==> src/shared/usart_modes_pkg.sv <==
// constants and types shared by the serial communication-mode block
package usart_modes_pkg;

    // operating modes of the transceiver
    typedef enum logic [1:0] {
        MODE_ASYNC,
        MODE_SYNC_HOST,
        MODE_SYNC_CLIENT,
        MODE_SPI_HOST
    } comm_mode_t;

    // receive deframer states
    typedef enum logic [1:0] {
        RX_IDLE,
        RX_START,
        RX_DATA,
        RX_STOP
    } rx_state_t;

    // data width and transmit buffer depth
    localparam int DATA_W = 8;
    localparam int FIFO_DEPTH = 16;

    // frame lengths in bits: start, eight data, stop / bare eight data
    localparam logic [3:0] UART_FRAME_BITS = 4'ha;
    localparam logic [3:0] SPI_FRAME_BITS = 4'h8;
    localparam logic [3:0] LAST_DATA_BIT = 4'h7;

    // host clock toggles per frame, two per bit
    localparam logic [4:0] HOST_TOGGLES_UART = 5'h14;
    localparam logic [4:0] HOST_TOGGLES_SPI = 5'h10;

    // oversampling: last position index per bit, position 0 is sample 1
    localparam logic [3:0] OS_LAST_NORMAL = 4'hf;
    localparam logic [3:0] OS_LAST_DOUBLE = 4'h7;

    // first vote position: sample 8 normal, sample 4 double speed
    localparam logic [3:0] VOTE_FIRST_NORMAL = 4'h7;
    localparam logic [3:0] VOTE_FIRST_DOUBLE = 4'h3;

    // receive mode field encoding of double speed
    localparam logic [1:0] RECEIVE_MODE_FIELD_DOUBLE = 2'h1;

    // idle line and reset values
    localparam logic [9:0] TX_IDLE_WORD = 10'h3ff;
    localparam logic [15:0] BAUD_CNT_RESET = 16'h0000;

endpackage

==> src/core/usart_comm_modes.sv <==
// serial transceiver: async, sync host/client and host spi framing
`timescale 1ns/1ns
`default_nettype none

// How it works
// - bit clock pin drives out as clock host, is only read as client
// - incoming data is captured on the edge opposite the launch edge
// - inversion 0: rising edge starts a bit, falling edge captures
// - inversion 1: falling edge starts a bit, rising edge captures
// - client transfers follow the external clock only, baud unused
// - spi frames are eight bits with no start, stop or parity
// - bit order select picks lsb or msb first in spi frames
// - spi host makes the clock from the baud divider, one bit per two divider periods
// - each side captures a bit mid-way through its hold period
// - inversion and phase select which edges sample and transmit
// - spi mode reports receive error flags as zero
// - spi mode has no collision, double speed, multi-host or select
// - four receive modes: one double speed, three at sixteen samples
// - async receiver samples sixteen or eight times per bit
// - a falling edge from idle starts detection, first low is sample 1
// - start bit accepted when two of the three middle samples are low
// - start bit rejected when fewer than two middle samples are low
// - data bits decided by majority over the three middle samples
// - only the first stop bit is checked, low flags a frame error
module usart_comm_modes #(
    parameter int TX_FIFO_DEPTH = usart_modes_pkg::FIFO_DEPTH
)
(
    // clock and reset
    input wire logic sys_clk,
    input wire logic arst_n,
    // configuration
    input wire usart_modes_pkg::comm_mode_t comm_mode,
    input wire logic [1:0] receive_mode_field,
    input wire logic pin_invert_enable,
    input wire logic clock_phase_select,
    input wire logic bit_order_select,
    input wire logic [15:0] baud_div,
    // transmit stream
    input wire logic tx_valid,
    input wire logic [usart_modes_pkg::DATA_W-1:0] tx_data,
    output logic tx_ready,
    // receive stream and status
    output logic rx_valid,
    output logic [usart_modes_pkg::DATA_W-1:0] rx_data,
    output logic rx_frame_err,
    output logic tx_busy,
    output logic start_reject,
    // serial pins
    input wire logic rxd_in,
    output logic txd_out,
    output logic txd_oe,
    input wire logic bit_clock_pin_in,
    output logic bit_clock_pin_out,
    output logic bit_clock_pin_oe
);
    import usart_modes_pkg::*;

    if (TX_FIFO_DEPTH != FIFO_DEPTH)
    begin : g_bad_depth
        $error("usart_comm_modes: transmit buffer depth must be 16");
    end

    // ******************************************************
    // helpers
    // ******************************************************
    function automatic logic [7:0] rev8(input logic [7:0] d);
        logic [7:0] r;
        r = '0;
        for (int i = 0; i < 8; i++)
            r[i] = d[7-i];
        return r;
    endfunction

    function automatic logic maj3(input logic a, input logic b,
                                  input logic c);
        return (a & b) | (a & c) | (b & c);
    endfunction

    // ******************************************************
    // mode decode
    // ******************************************************
    logic tx_active_r;
    logic lc_r;
    logic lc_prev_r;
    logic xck_meta_r;
    logic xck_s_r;
    logic rxd_meta_r;
    logic rxd_s_r;
    logic [15:0] baud_cnt_r;
    wire fifo_valid;

    // spi is host-only, so no select pin or client path exists
    wire is_async = comm_mode == MODE_ASYNC;
    wire is_spi = comm_mode == MODE_SPI_HOST;
    wire is_client = comm_mode == MODE_SYNC_CLIENT;
    wire is_host = is_spi | (comm_mode == MODE_SYNC_HOST);
    // the two other sixteen-sample modes share the normal path
    wire is_double = receive_mode_field == RECEIVE_MODE_FIELD_DOUBLE;
    wire [3:0] os_last = is_double ? OS_LAST_DOUBLE : OS_LAST_NORMAL;
    wire [3:0] vote_a = is_double ? VOTE_FIRST_DOUBLE : VOTE_FIRST_NORMAL;
    wire [3:0] vote_b = vote_a + 4'h1;
    wire [3:0] vote_c = vote_a + 4'h2;
    wire [3:0] frame_bits = is_spi ? SPI_FRAME_BITS : UART_FRAME_BITS;
    wire [4:0] host_toggles = is_spi ? HOST_TOGGLES_SPI : HOST_TOGGLES_UART;

    // ******************************************************
    // pin synchronisers and baud divider
    // ******************************************************
    // client clock edges are seen even when a level lasts a single sample
    always_ff @(posedge sys_clk or negedge arst_n)
    begin
        if (!arst_n)
        begin
            rxd_meta_r <= 1'b1;
            rxd_s_r <= 1'b1;
            xck_meta_r <= 1'b0;
            xck_s_r <= 1'b0;
            lc_prev_r <= 1'b0;
        end
        else
        begin
            rxd_meta_r <= rxd_in;
            rxd_s_r <= rxd_meta_r;
            xck_meta_r <= bit_clock_pin_in;
            xck_s_r <= xck_meta_r;
            lc_prev_r <= xck_s_r ^ pin_invert_enable;
        end
    end

    // divider restarts on a host frame load so the first bit gets a full
    // half period: the looped-back line needs the synchroniser delay
    wire baud_tick = baud_cnt_r == (baud_div - 16'h1);
    wire baud_restart = baud_tick | (is_host & ~tx_active_r & fifo_valid);

    always_ff @(posedge sys_clk or negedge arst_n)
    begin
        if (!arst_n)
            baud_cnt_r <= BAUD_CNT_RESET;
        else
            baud_cnt_r <= baud_restart ? BAUD_CNT_RESET : baud_cnt_r + 16'h1;
    end

    // ******************************************************
    // bit clock edges
    // ******************************************************
    // logical clock: pin level with inversion taken out, rise starts a bit
    wire lcs = xck_s_r ^ pin_invert_enable;
    wire host_step = is_host & tx_active_r & baud_tick;
    wire lc_rise = is_client ? (lcs & ~lc_prev_r) : (host_step & ~lc_r);
    wire lc_fall = is_client ? (~lcs & lc_prev_r) : (host_step & lc_r);
    // spi phase 0 samples on the leading edge, phase 1 on the trailing
    wire spi_lead_sample = is_spi & ~clock_phase_select;
    wire launch = spi_lead_sample ? lc_fall : lc_rise;
    wire sample = spi_lead_sample ? lc_rise : lc_fall;

    // host clock idles low in logical terms, so the pin idles at inversion
    always_ff @(posedge sys_clk or negedge arst_n)
    begin
        if (!arst_n)
            lc_r <= 1'b0;
        else if (!tx_active_r)
            lc_r <= 1'b0;
        else if (host_step)
            lc_r <= ~lc_r;
    end

    // ******************************************************
    // transmitter
    // ******************************************************
    logic skip_r;
    logic [9:0] tx_sh_r;
    logic [3:0] tx_os_r;
    logic [3:0] tx_bits_r;
    logic [3:0] tx_samp_r;
    logic [4:0] tog_cnt_r;
    wire [7:0] fifo_data;

    // frame assembly; bit order applies in every mode, lsb first by default
    wire tx_load = ~tx_active_r & fifo_valid;
    wire [7:0] tx_ord = bit_order_select ? rev8(fifo_data) : fifo_data;
    wire [9:0] tx_frame = is_spi ? {2'b11, tx_ord}
                                 : {1'b1, tx_ord, 1'b0};
    // a launch on the leading edge has the first bit already on the line
    wire skip_first = ~is_async & (~is_spi | clock_phase_select);
    wire async_bit = is_async & tx_active_r & baud_tick
                     & (tx_os_r == os_last);
    wire sync_shift = ~is_async & tx_active_r & launch & ~skip_r;
    wire tx_shift = async_bit | sync_shift;
    wire host_done = host_step & (tog_cnt_r == host_toggles - 5'h1);
    wire client_done = is_client & tx_active_r & sample
                       & (tx_samp_r == frame_bits - 4'h1);
    wire async_done = async_bit & (tx_bits_r == frame_bits - 4'h1);
    wire tx_done = host_done | client_done | async_done;

    // shifter and its bit, sample and clock-toggle counters
    always_ff @(posedge sys_clk or negedge arst_n)
    begin
        if (!arst_n)
        begin
            tx_active_r <= 1'b0;
            skip_r <= 1'b0;
            tx_sh_r <= TX_IDLE_WORD;
            tx_os_r <= '0;
            tx_bits_r <= '0;
            tx_samp_r <= '0;
            tog_cnt_r <= '0;
        end
        else if (tx_load)
        begin
            tx_active_r <= 1'b1;
            skip_r <= skip_first;
            tx_sh_r <= tx_frame;
            tx_os_r <= '0;
            tx_bits_r <= '0;
            tx_samp_r <= '0;
            tog_cnt_r <= '0;
        end
        else if (tx_done)
        begin
            tx_active_r <= 1'b0;
            tx_sh_r <= TX_IDLE_WORD;
        end
        else if (tx_active_r)
        begin
            if (tx_shift)
            begin
                tx_sh_r <= {1'b1, tx_sh_r[9:1]};
                tx_bits_r <= tx_bits_r + 4'h1;
            end
            if (launch)
                skip_r <= 1'b0;
            if (baud_tick)
                tx_os_r <= (tx_os_r == os_last) ? 4'h0 : tx_os_r + 4'h1;
            if (host_step)
                tog_cnt_r <= tog_cnt_r + 5'h1;
            if (sample)
                tx_samp_r <= tx_samp_r + 4'h1;
        end
    end

    // the buffer drains one word per frame, stalling the writer when full
    stream_fifo #(
        .WIDTH(DATA_W),
        .DEPTH(TX_FIFO_DEPTH)
    ) u_tx_fifo (
        .clk(sys_clk),
        .arst_n(arst_n),
        .s_valid(tx_valid),
        .s_data(tx_data),
        .s_ready(tx_ready),
        .m_valid(fifo_valid),
        .m_data(fifo_data),
        .m_ready(~tx_active_r)
    );

    // ******************************************************
    // receiver
    // ******************************************************
    rx_state_t rx_state_r;
    logic [3:0] rx_pos_r;
    logic [3:0] rx_cnt_r;
    logic [1:0] vote_r;
    logic rx_prev_r;
    logic [7:0] rx_sh_r;

    // start detection and three-sample voting on the oversampling ticks
    wire rx_busy = rx_state_r != RX_IDLE;
    wire maj_now = maj3(vote_r[1], vote_r[0], rxd_s_r);
    wire at_vote = is_async & baud_tick & (rx_pos_r == vote_c);
    wire start_edge = is_async & baud_tick & ~rx_busy
                      & rx_prev_r & ~rxd_s_r;
    wire in_start = rx_state_r == RX_START;
    wire start_ok = at_vote & in_start & ~maj_now;
    wire start_bad = at_vote & in_start & maj_now;
    wire in_frame = (rx_state_r == RX_DATA) | (rx_state_r == RX_STOP);
    wire sync_start = ~is_async & ~is_spi & sample & ~rx_busy & ~rxd_s_r;
    // spi has no start bit, the first capture edge is the first data bit
    wire sync_strobe = ~is_async & sample & (in_frame | (is_spi & ~rx_busy));
    wire rx_strobe = is_async ? (at_vote & in_frame) : sync_strobe;
    wire rx_bit = is_async ? maj_now : rxd_s_r;
    wire rx_last = rx_cnt_r == LAST_DATA_BIT;
    wire spi_push = is_spi & rx_strobe & (rx_last | ~rx_busy) & rx_busy;
    wire rx_push = rx_strobe & ((rx_state_r == RX_STOP) | spi_push);
    wire [7:0] rx_word = is_spi ? {rx_bit, rx_sh_r[7:1]} : rx_sh_r;
    wire [7:0] rx_ord = bit_order_select ? rev8(rx_word) : rx_word;

    // deframer; an idle tick refreshes the last seen line level
    always_ff @(posedge sys_clk or negedge arst_n)
    begin
        if (!arst_n)
        begin
            rx_state_r <= RX_IDLE;
            rx_pos_r <= '0;
            rx_cnt_r <= '0;
            vote_r <= 2'b11;
            rx_prev_r <= 1'b0;
            rx_sh_r <= '0;
        end
        else
        begin
            if (baud_tick)
                rx_prev_r <= start_bad ? 1'b0 : rxd_s_r;
            if (baud_tick & rx_busy)
                rx_pos_r <= (rx_pos_r == os_last) ? 4'h0 : rx_pos_r + 4'h1;
            if (is_async & baud_tick
                & (rx_pos_r == vote_a | rx_pos_r == vote_b))
                vote_r <= {vote_r[0], rxd_s_r};
            unique case (rx_state_r)
                RX_IDLE:
                begin
                    rx_cnt_r <= '0;
                    if (start_edge)
                    begin
                        rx_state_r <= RX_START;
                        rx_pos_r <= 4'h1;
                    end
                    else if (sync_start)
                        rx_state_r <= RX_DATA;
                    else if (rx_strobe)
                    begin
                        rx_sh_r <= {rx_bit, rx_sh_r[7:1]};
                        rx_cnt_r <= 4'h1;
                        rx_state_r <= RX_DATA;
                    end
                end
                RX_START:
                begin
                    if (start_ok)
                        rx_state_r <= RX_DATA;
                    else if (start_bad | ~is_async)
                        rx_state_r <= RX_IDLE;
                end
                RX_DATA:
                begin
                    if (rx_strobe)
                    begin
                        rx_sh_r <= {rx_bit, rx_sh_r[7:1]};
                        rx_cnt_r <= rx_cnt_r + 4'h1;
                        if (rx_last)
                            rx_state_r <= is_spi ? RX_IDLE : RX_STOP;
                    end
                end
                RX_STOP:
                begin
                    // a second stop bit is simply idle line to us
                    if (rx_strobe)
                        rx_state_r <= RX_IDLE;
                end
            endcase
        end
    end

    // ******************************************************
    // registered outputs
    // ******************************************************
    // bit clock pin lags the logical clock by one cycle, giving data setup
    always_ff @(posedge sys_clk or negedge arst_n)
    begin
        if (!arst_n)
        begin
            rx_valid <= 1'b0;
            rx_data <= '0;
            rx_frame_err <= 1'b0;
            start_reject <= 1'b0;
            tx_busy <= 1'b0;
            txd_oe <= 1'b0;
            bit_clock_pin_out <= 1'b0;
            bit_clock_pin_oe <= 1'b0;
        end
        else
        begin
            rx_valid <= rx_push;
            if (rx_push)
            begin
                rx_data <= rx_ord;
                rx_frame_err <= ~is_spi & ~rx_bit;
            end
            start_reject <= start_bad;
            tx_busy <= tx_load | (tx_active_r & ~tx_done);
            txd_oe <= 1'b1;
            bit_clock_pin_out <= lc_r ^ pin_invert_enable;
            bit_clock_pin_oe <= is_host;
        end
    end

    assign txd_out = tx_sh_r[0];
endmodule

`default_nettype wire

==> src/core/stream_fifo.sv <==
// small valid/ready fifo holding words on their way to the transmitter
`timescale 1ns/1ns
`default_nettype none

module stream_fifo #(
    parameter int WIDTH = 8,
    parameter int DEPTH = 16
)
(
    // clock and reset
    input wire logic clk,
    input wire logic arst_n,
    // filling side
    input wire logic s_valid,
    input wire logic [WIDTH-1:0] s_data,
    output logic s_ready,
    // draining side
    output logic m_valid,
    output logic [WIDTH-1:0] m_data,
    input wire logic m_ready
);

    localparam int AW = $clog2(DEPTH);
    localparam logic [AW:0] FULL_COUNT = (AW+1)'(DEPTH);

    // pointers wrap naturally, so only powers of two are served
    if (DEPTH < 2 || (1 << AW) != DEPTH || WIDTH < 1)
    begin : g_bad_param
        $error("stream_fifo: DEPTH must be a power of two >= 2");
    end

    logic [WIDTH-1:0] mem_r [DEPTH];
    logic [AW-1:0] wr_ptr_r;
    logic [AW-1:0] rd_ptr_r;
    logic [AW:0] count_r;

    // handshakes and next fill level
    wire push = s_valid & s_ready;
    wire pop = m_valid & m_ready;
    wire [AW:0] count_nxt = count_r + {{AW{1'b0}}, push}
                            - {{AW{1'b0}}, pop};
    assign m_valid = count_r != '0;
    assign m_data = mem_r[rd_ptr_r];

    // storage has no reset, contents are qualified by the count
    always_ff @(posedge clk)
    begin
        if (push)
            mem_r[wr_ptr_r] <= s_data;
    end

    // pointers, fill level and registered ready
    always_ff @(posedge clk or negedge arst_n)
    begin
        if (!arst_n)
        begin
            wr_ptr_r <= '0;
            rd_ptr_r <= '0;
            count_r <= '0;
            s_ready <= 1'b0;
        end
        else
        begin
            wr_ptr_r <= wr_ptr_r + AW'(push);
            rd_ptr_r <= rd_ptr_r + AW'(pop);
            count_r <= count_nxt;
            s_ready <= count_nxt != FULL_COUNT;
        end
    end

endmodule

`default_nettype wire

==> config.mk <==
export PLATFORM = sky130hd
export DESIGN_NAME = usart_comm_modes
export DESIGN_NICKNAME = d
export VERILOG_FILES = /design/src/shared/usart_modes_pkg.sv /design/src/core/usart_comm_modes.sv /design/src/core/stream_fifo.sv
export SDC_FILE = /design/constraint.sdc
export NUM_CORES = 1
export LEC_CHECK = 0
export BUFFER_PORTS_ARGS = -buffer_cell sky130_fd_sc_hd__buf_2
export CAP_MARGIN = 20
export CELL_PAD_IN_SITES_DETAIL_PLACEMENT = 1
export CELL_PAD_IN_SITES_GLOBAL_PLACEMENT = 2
export CORE_MARGIN = 4
export CORE_UTILIZATION = 39
export DETAILED_ROUTE_END_ITERATION = 8
export HOLD_SLACK_MARGIN = 0.08
export PLACE_DENSITY_LB_ADDON = 0.1
export SKIP_LAST_GASP = 1
export SLEW_MARGIN = 25
export SYNTH_ARGS = -nofsm -noshare
export SYNTH_HDL_FRONTEND = slang
export SYNTH_HIERARCHICAL = 1
export SYNTH_SLANG_ARGS = --single-unit
==> constraint.sdc <==
create_clock -name sys_clk -period 3.3 [get_ports sys_clk]
set_input_delay 0.165 -clock sys_clk [delete_from_list [all_inputs] [get_ports sys_clk]]
set_output_delay 0.165 -clock sys_clk [all_outputs]
set_load 0.01 [all_outputs]
==> impl_metrics.toml <==
[yosys]
synth-edff-count = 128
netlist.area_leader.share_pct = 34.5
postSynthRegisterBits = 228
async_flop_share_pct = 43.9
netlist_area_sq_um = 11100
synth_top_cell_by_area = "sky130_fd_sc_hd__edfxtp_1"
postSynth.topFlopCell = "sky130_fd_sc_hd__edfxtp_1"
syn-num-nets = 931
average_cell_area_after_synthesis_sq_um = 12.8
synthDistinctLibCells = 77
synth_area_leaders = "sky130_fd_sc_hd__edfxtp_1 34%, sky130_fd_sc_hd__dfrtp_1 20%, sky130_fd_sc_hd__mux4_2 4.8%, sky130_fd_sc_hd__mux4_1 3.5%, sky130_fd_sc_hd__dfstp_2 3.1%"
synth_warn = 6
yosysSeqAreaShare_pct = 57.1
synthesis.instances = 870

[floorplanning]
std_cell_rows = 61
dieArea_sq_um = 31400
die_h_microns = 177
chipWidth_microns = 177
top_level_ports = 53
placeableCoreArea_sq_um = 28000
initial_utilization_pct = 39.8

[setup_path]
worstRegToRegCells = 9
timing.critical_path.buf_inv = 0
kind_of_cell_adding_the_most_delay_to_the_critical_path = "simple AND/OR/NAND/NOR gates"
worstPathCellList = "nor4bb_4 -> o211ai_1 -> a311o_1 -> nor4_2 -> or4b_4 -> or3_4 -> or3b_4 -> or3_1 -> a21oi_1"
class_of_the_most_critical_setup_path = "reg2reg"
cp.arrival_ns = 3.72
crit_path_max_incr_delay_ns = 0.55
timing.critical_path.to_type = "flop"
timing.critical_path.slowest_stage_cell = "sky130_fd_sc_hd__or4b_4"
startpoint_type = "flop"
critPathMaxFanout = 4
worst-path-stages = 9
crit_required_ns = 3.75

[global_routing]
globalRoute.totalOverflow = 0
grt_max_degree = 59
first_global_vias = 8249
groute.layer.met1.usage_pct = 23.2
grt_use_met3_pct = 2.52
grt_use_met2_pct = 31.0
grt.total_usage_pct = 17.5
busiest_grt_layer = "met2"
grt_antenna_before_repair = 0
grt_first_pass_wirelength_mm = 44.5

[timing]
rsz0062_at_grt = "true"
setup_viol = 0
clock-skew-final_ns = 0.0240
final_setup_tns_ns = 0
post-route-min-period_ns = 3.27
timing.max_slew.rel_slack_pct = 32.5
final-max-slew-violation-count = 0
tightest_slew_ns = 1.01
post-route-period-util_pct = 99.1
final-hold-violation-count = 0
max_freq_mhz = 306

[cts]
clock_tree.buffer_depth = 3
cts-buffers-inserted = 27
cts_tree = "built"
clk_latency_ns = 0.54
cts.clk_slew.worst_paths_ns = 0.06
tritoncts_num_sinks = 228
h_tree_depth_reported_by_cts = 1
clk_root_buffer_cell = "sky130_fd_sc_hd__clkbuf_16"

[final_layout]
flow.area_growth_from_synthesis_pct = 22.4
final_net_count = 1068
num_antenna_cells = 0
final_cell_area_sq_um = 13600
fillCellCount = 2866
drive_gt1_share_pct = 26.9
final-seq-area_sq_um = 6360
area_used_by_multi_input_combinational_logic_sq_um = 4600

[pwr]
pwr-share-comb_pct = 20.3
netSwitchingFraction_pct = 28.0
power.share.sequential_pct = 43.9
max-vdd-ir-drop_mv = 0.560
power-per-cell-area_nw_per_um2 = 649
power_frac_clock_pct = 35.8
leakage_uw = 0.00535
total_net_switching_power_uw = 2480
internal_power_uw = 6380

[routing]
detail_route.drc_violations = 0
detailedRoute.firstIterationViolations = 378
wl_per_cell_microns = 19.1
drt-vias-per-instance = 5.38
final_antenna_net_count = 0
dr.pass1.iters = 4
wl_mm = 26.9
vias = 7564

[outcome]
outcome = "completed"

[place]
place_area_sq_um = 12300
hpwlAfterDp_mm = 19.2
port_buffers = 52
place.gp.congestion = 0.796

[job]
drv_cap = 0

[hold_path]
hold_path.class = "in2async"
## logic make-up (layout without fill, tap and decap cells)
| logic type | after synthesis | count (layout) | share of synthesized area, % |
|---|---|---|---|
| AO/OA/AOI/OAI | 131 | 131 | 8.05 |
| buffers and inverters | 78 | 236 | 3.09 |
| AND/OR/NAND/NOR | 281 | 281 | 13.0 |
| multiplexers | 76 | 76 | 12.0 |
| adder cells (fa/ha/maj) | 26 | 26 | 2.96 |
| flip-flops | 228 | 228 | 57.1 |
| other | 1 | 1 | 0.0336 |
| XOR/XNOR | 49 | 49 | 3.85 |
## worst register-to-register path: cells and delay by family (launching register included)
kind	cells	cell delay, ns
simple gates	6	2.13
compound gates	3	0.68
flops	1	0.37
## power by group through the flow
stage / logic, uW / registers [uW] / clock network, uW
global route: 2030 / 3940 / 3420
global placement: 1630 / 3900 / 0
CTS: 1770 / 3890 / 3270
finish: 1800 / 3880 / 3170
detailed placement: 1710 / 3940 / 0
floorplan: 1170 / 3800 / 0
## layout by cell type (no fill, tap or decap), types with 5 or more instances in the layout
master                          count
sky130_fd_sc_hd__dlygate4sd3_1     13
sky130_fd_sc_hd__and3_1             7
sky130_fd_sc_hd__buf_2             51
sky130_fd_sc_hd__nand2b_1          10
sky130_fd_sc_hd__ha_1              23
sky130_fd_sc_hd__or3_1              9
sky130_fd_sc_hd__dfrtp_1           87
sky130_fd_sc_hd__inv_1             32
sky130_fd_sc_hd__o21ai_0           19
sky130_fd_sc_hd__mux4_1            15
sky130_fd_sc_hd__mux4_2            24
sky130_fd_sc_hd__nand2_1           62
sky130_fd_sc_hd__a31oi_1           16
sky130_fd_sc_hd__dfstp_2           13
sky130_fd_sc_hd__a22oi_1           15
sky130_fd_sc_hd__clkbuf_8           5
sky130_fd_sc_hd__edfxtp_1         128
sky130_fd_sc_hd__a211oi_1           5
sky130_fd_sc_hd__nor2_1            70
sky130_fd_sc_hd__nor2b_1           15
sky130_fd_sc_hd__clkbuf_16         28
sky130_fd_sc_hd__a21boi_0           5
sky130_fd_sc_hd__xor2_1            20
sky130_fd_sc_hd__nor4_1             5
sky130_fd_sc_hd__mux2_2            20
sky130_fd_sc_hd__buf_4             81
sky130_fd_sc_hd__mux2i_1           13
sky130_fd_sc_hd__nand3b_1           5
sky130_fd_sc_hd__or4_1              5
sky130_fd_sc_hd__a21oi_1           20
sky130_fd_sc_hd__o211ai_1           8
sky130_fd_sc_hd__nand3_1           41
sky130_fd_sc_hd__xnor2_1           26
sky130_fd_sc_hd__nor3_1            18
## final timing paths
path	endpoint	slack (ns)	from
worst max register to register	tog_cnt_r[4]	0.03	baud_cnt_r[2]
max in group asynchronous	tx_sh_r[8]	2.31	arst_n
worst min-delay path	baud_cnt_r[2]	0.18	arst_n
worst min register to register	xck_s_r	0.36	xck_meta_r
worst max-delay path	tog_cnt_r[4]	0.03	baud_cnt_r[2]
min in group sys_clk	skip_r	0.20	clock_phase_select
## timing repair
item | 4_1_cts | 5_1_grt
setup buffers | 3 | 5
hold buffers | 13 | 0
setup endpoints to repair | 33 | 33
gates resized for setup | 5 | 25
pin swaps | 4 | 11
hold endpoints to repair | 175 | 0
cloned | 0 | 1
## final cells by class
| cell class | instances | share of cell area (%) |
|---|---|---|
| repair buffers | 151 | 8.03 |
| clock buffers | 38 | 5.83 |
| clock inverters | 12 | 1.31 |
| multi-input cells | 564 | 33.7 |
| flip-flops and latches | 228 | 46.6 |
| inverters | 35 | 1.02 |
| well taps | 378 | 3.47 |
## per-layer routing
metal  vias up  part of all wire, %
met5         -                    0
met1      3883                   44
li1       3551                    -
met3        31                  3.4
met4         0                  1.6
met2        99                   51
## sequential cells by signal, summed over array words and instances, names as in the netlist, 5 cells and up
register           cells
u_tx_fifo/mem_r      128
baud_cnt_r            16
tx_sh_r                9
rx_data                8
rx_sh_r                8
tog_cnt_r              5
u_tx_fifo/count_r      5
## cells in the mapped netlist, types with 11 or more instances
cell type,n
sky130_fd_sc_hd__inv_1,34
sky130_fd_sc_hd__clkbuf_1,26
sky130_fd_sc_hd__a21oi_1,21
sky130_fd_sc_hd__mux4_2,24
sky130_fd_sc_hd__nand3_1,41
sky130_fd_sc_hd__nor2b_1,15
sky130_fd_sc_hd__nor3_1,18
sky130_fd_sc_hd__ha_1,24
sky130_fd_sc_hd__mux2_2,24
sky130_fd_sc_hd__dfrtp_1,87
sky130_fd_sc_hd__edfxtp_1,128
sky130_fd_sc_hd__a31oi_1,16
sky130_fd_sc_hd__dfstp_2,13
sky130_fd_sc_hd__nand2_1,62
sky130_fd_sc_hd__or3_1,11
sky130_fd_sc_hd__xnor2_1,29
sky130_fd_sc_hd__mux4_1,15
sky130_fd_sc_hd__xor2_1,20
sky130_fd_sc_hd__mux2i_1,13
sky130_fd_sc_hd__nor2_1,71
sky130_fd_sc_hd__o21ai_0,20
sky130_fd_sc_hd__a22oi_1,16
## metrics by stage
| step | hold slack, ns | utilization, % | power [uW] | std cells | setup slack [ns] |
|---|---|---|---|---|---|
| after floorplan | -0.131 | - | 4970 | 870 | -0.00273 |
| after global placement | 0.205 | 44.0 | 5520 | 1334 | -0.363 |
| after detailed placement | 0.212 | 44.0 | 5660 | 1334 | -0.394 |
| after CTS | 0.176 | 48.2 | 8920 | 1400 | 0.00319 |
| after global routing | 0.207 | 48.7 | 9380 | 1406 | -0.0865 |
| final | 0.182 | 48.7 | 8860 | 1406 | 0.0287 |
Power figures use the tool's default switching activity.
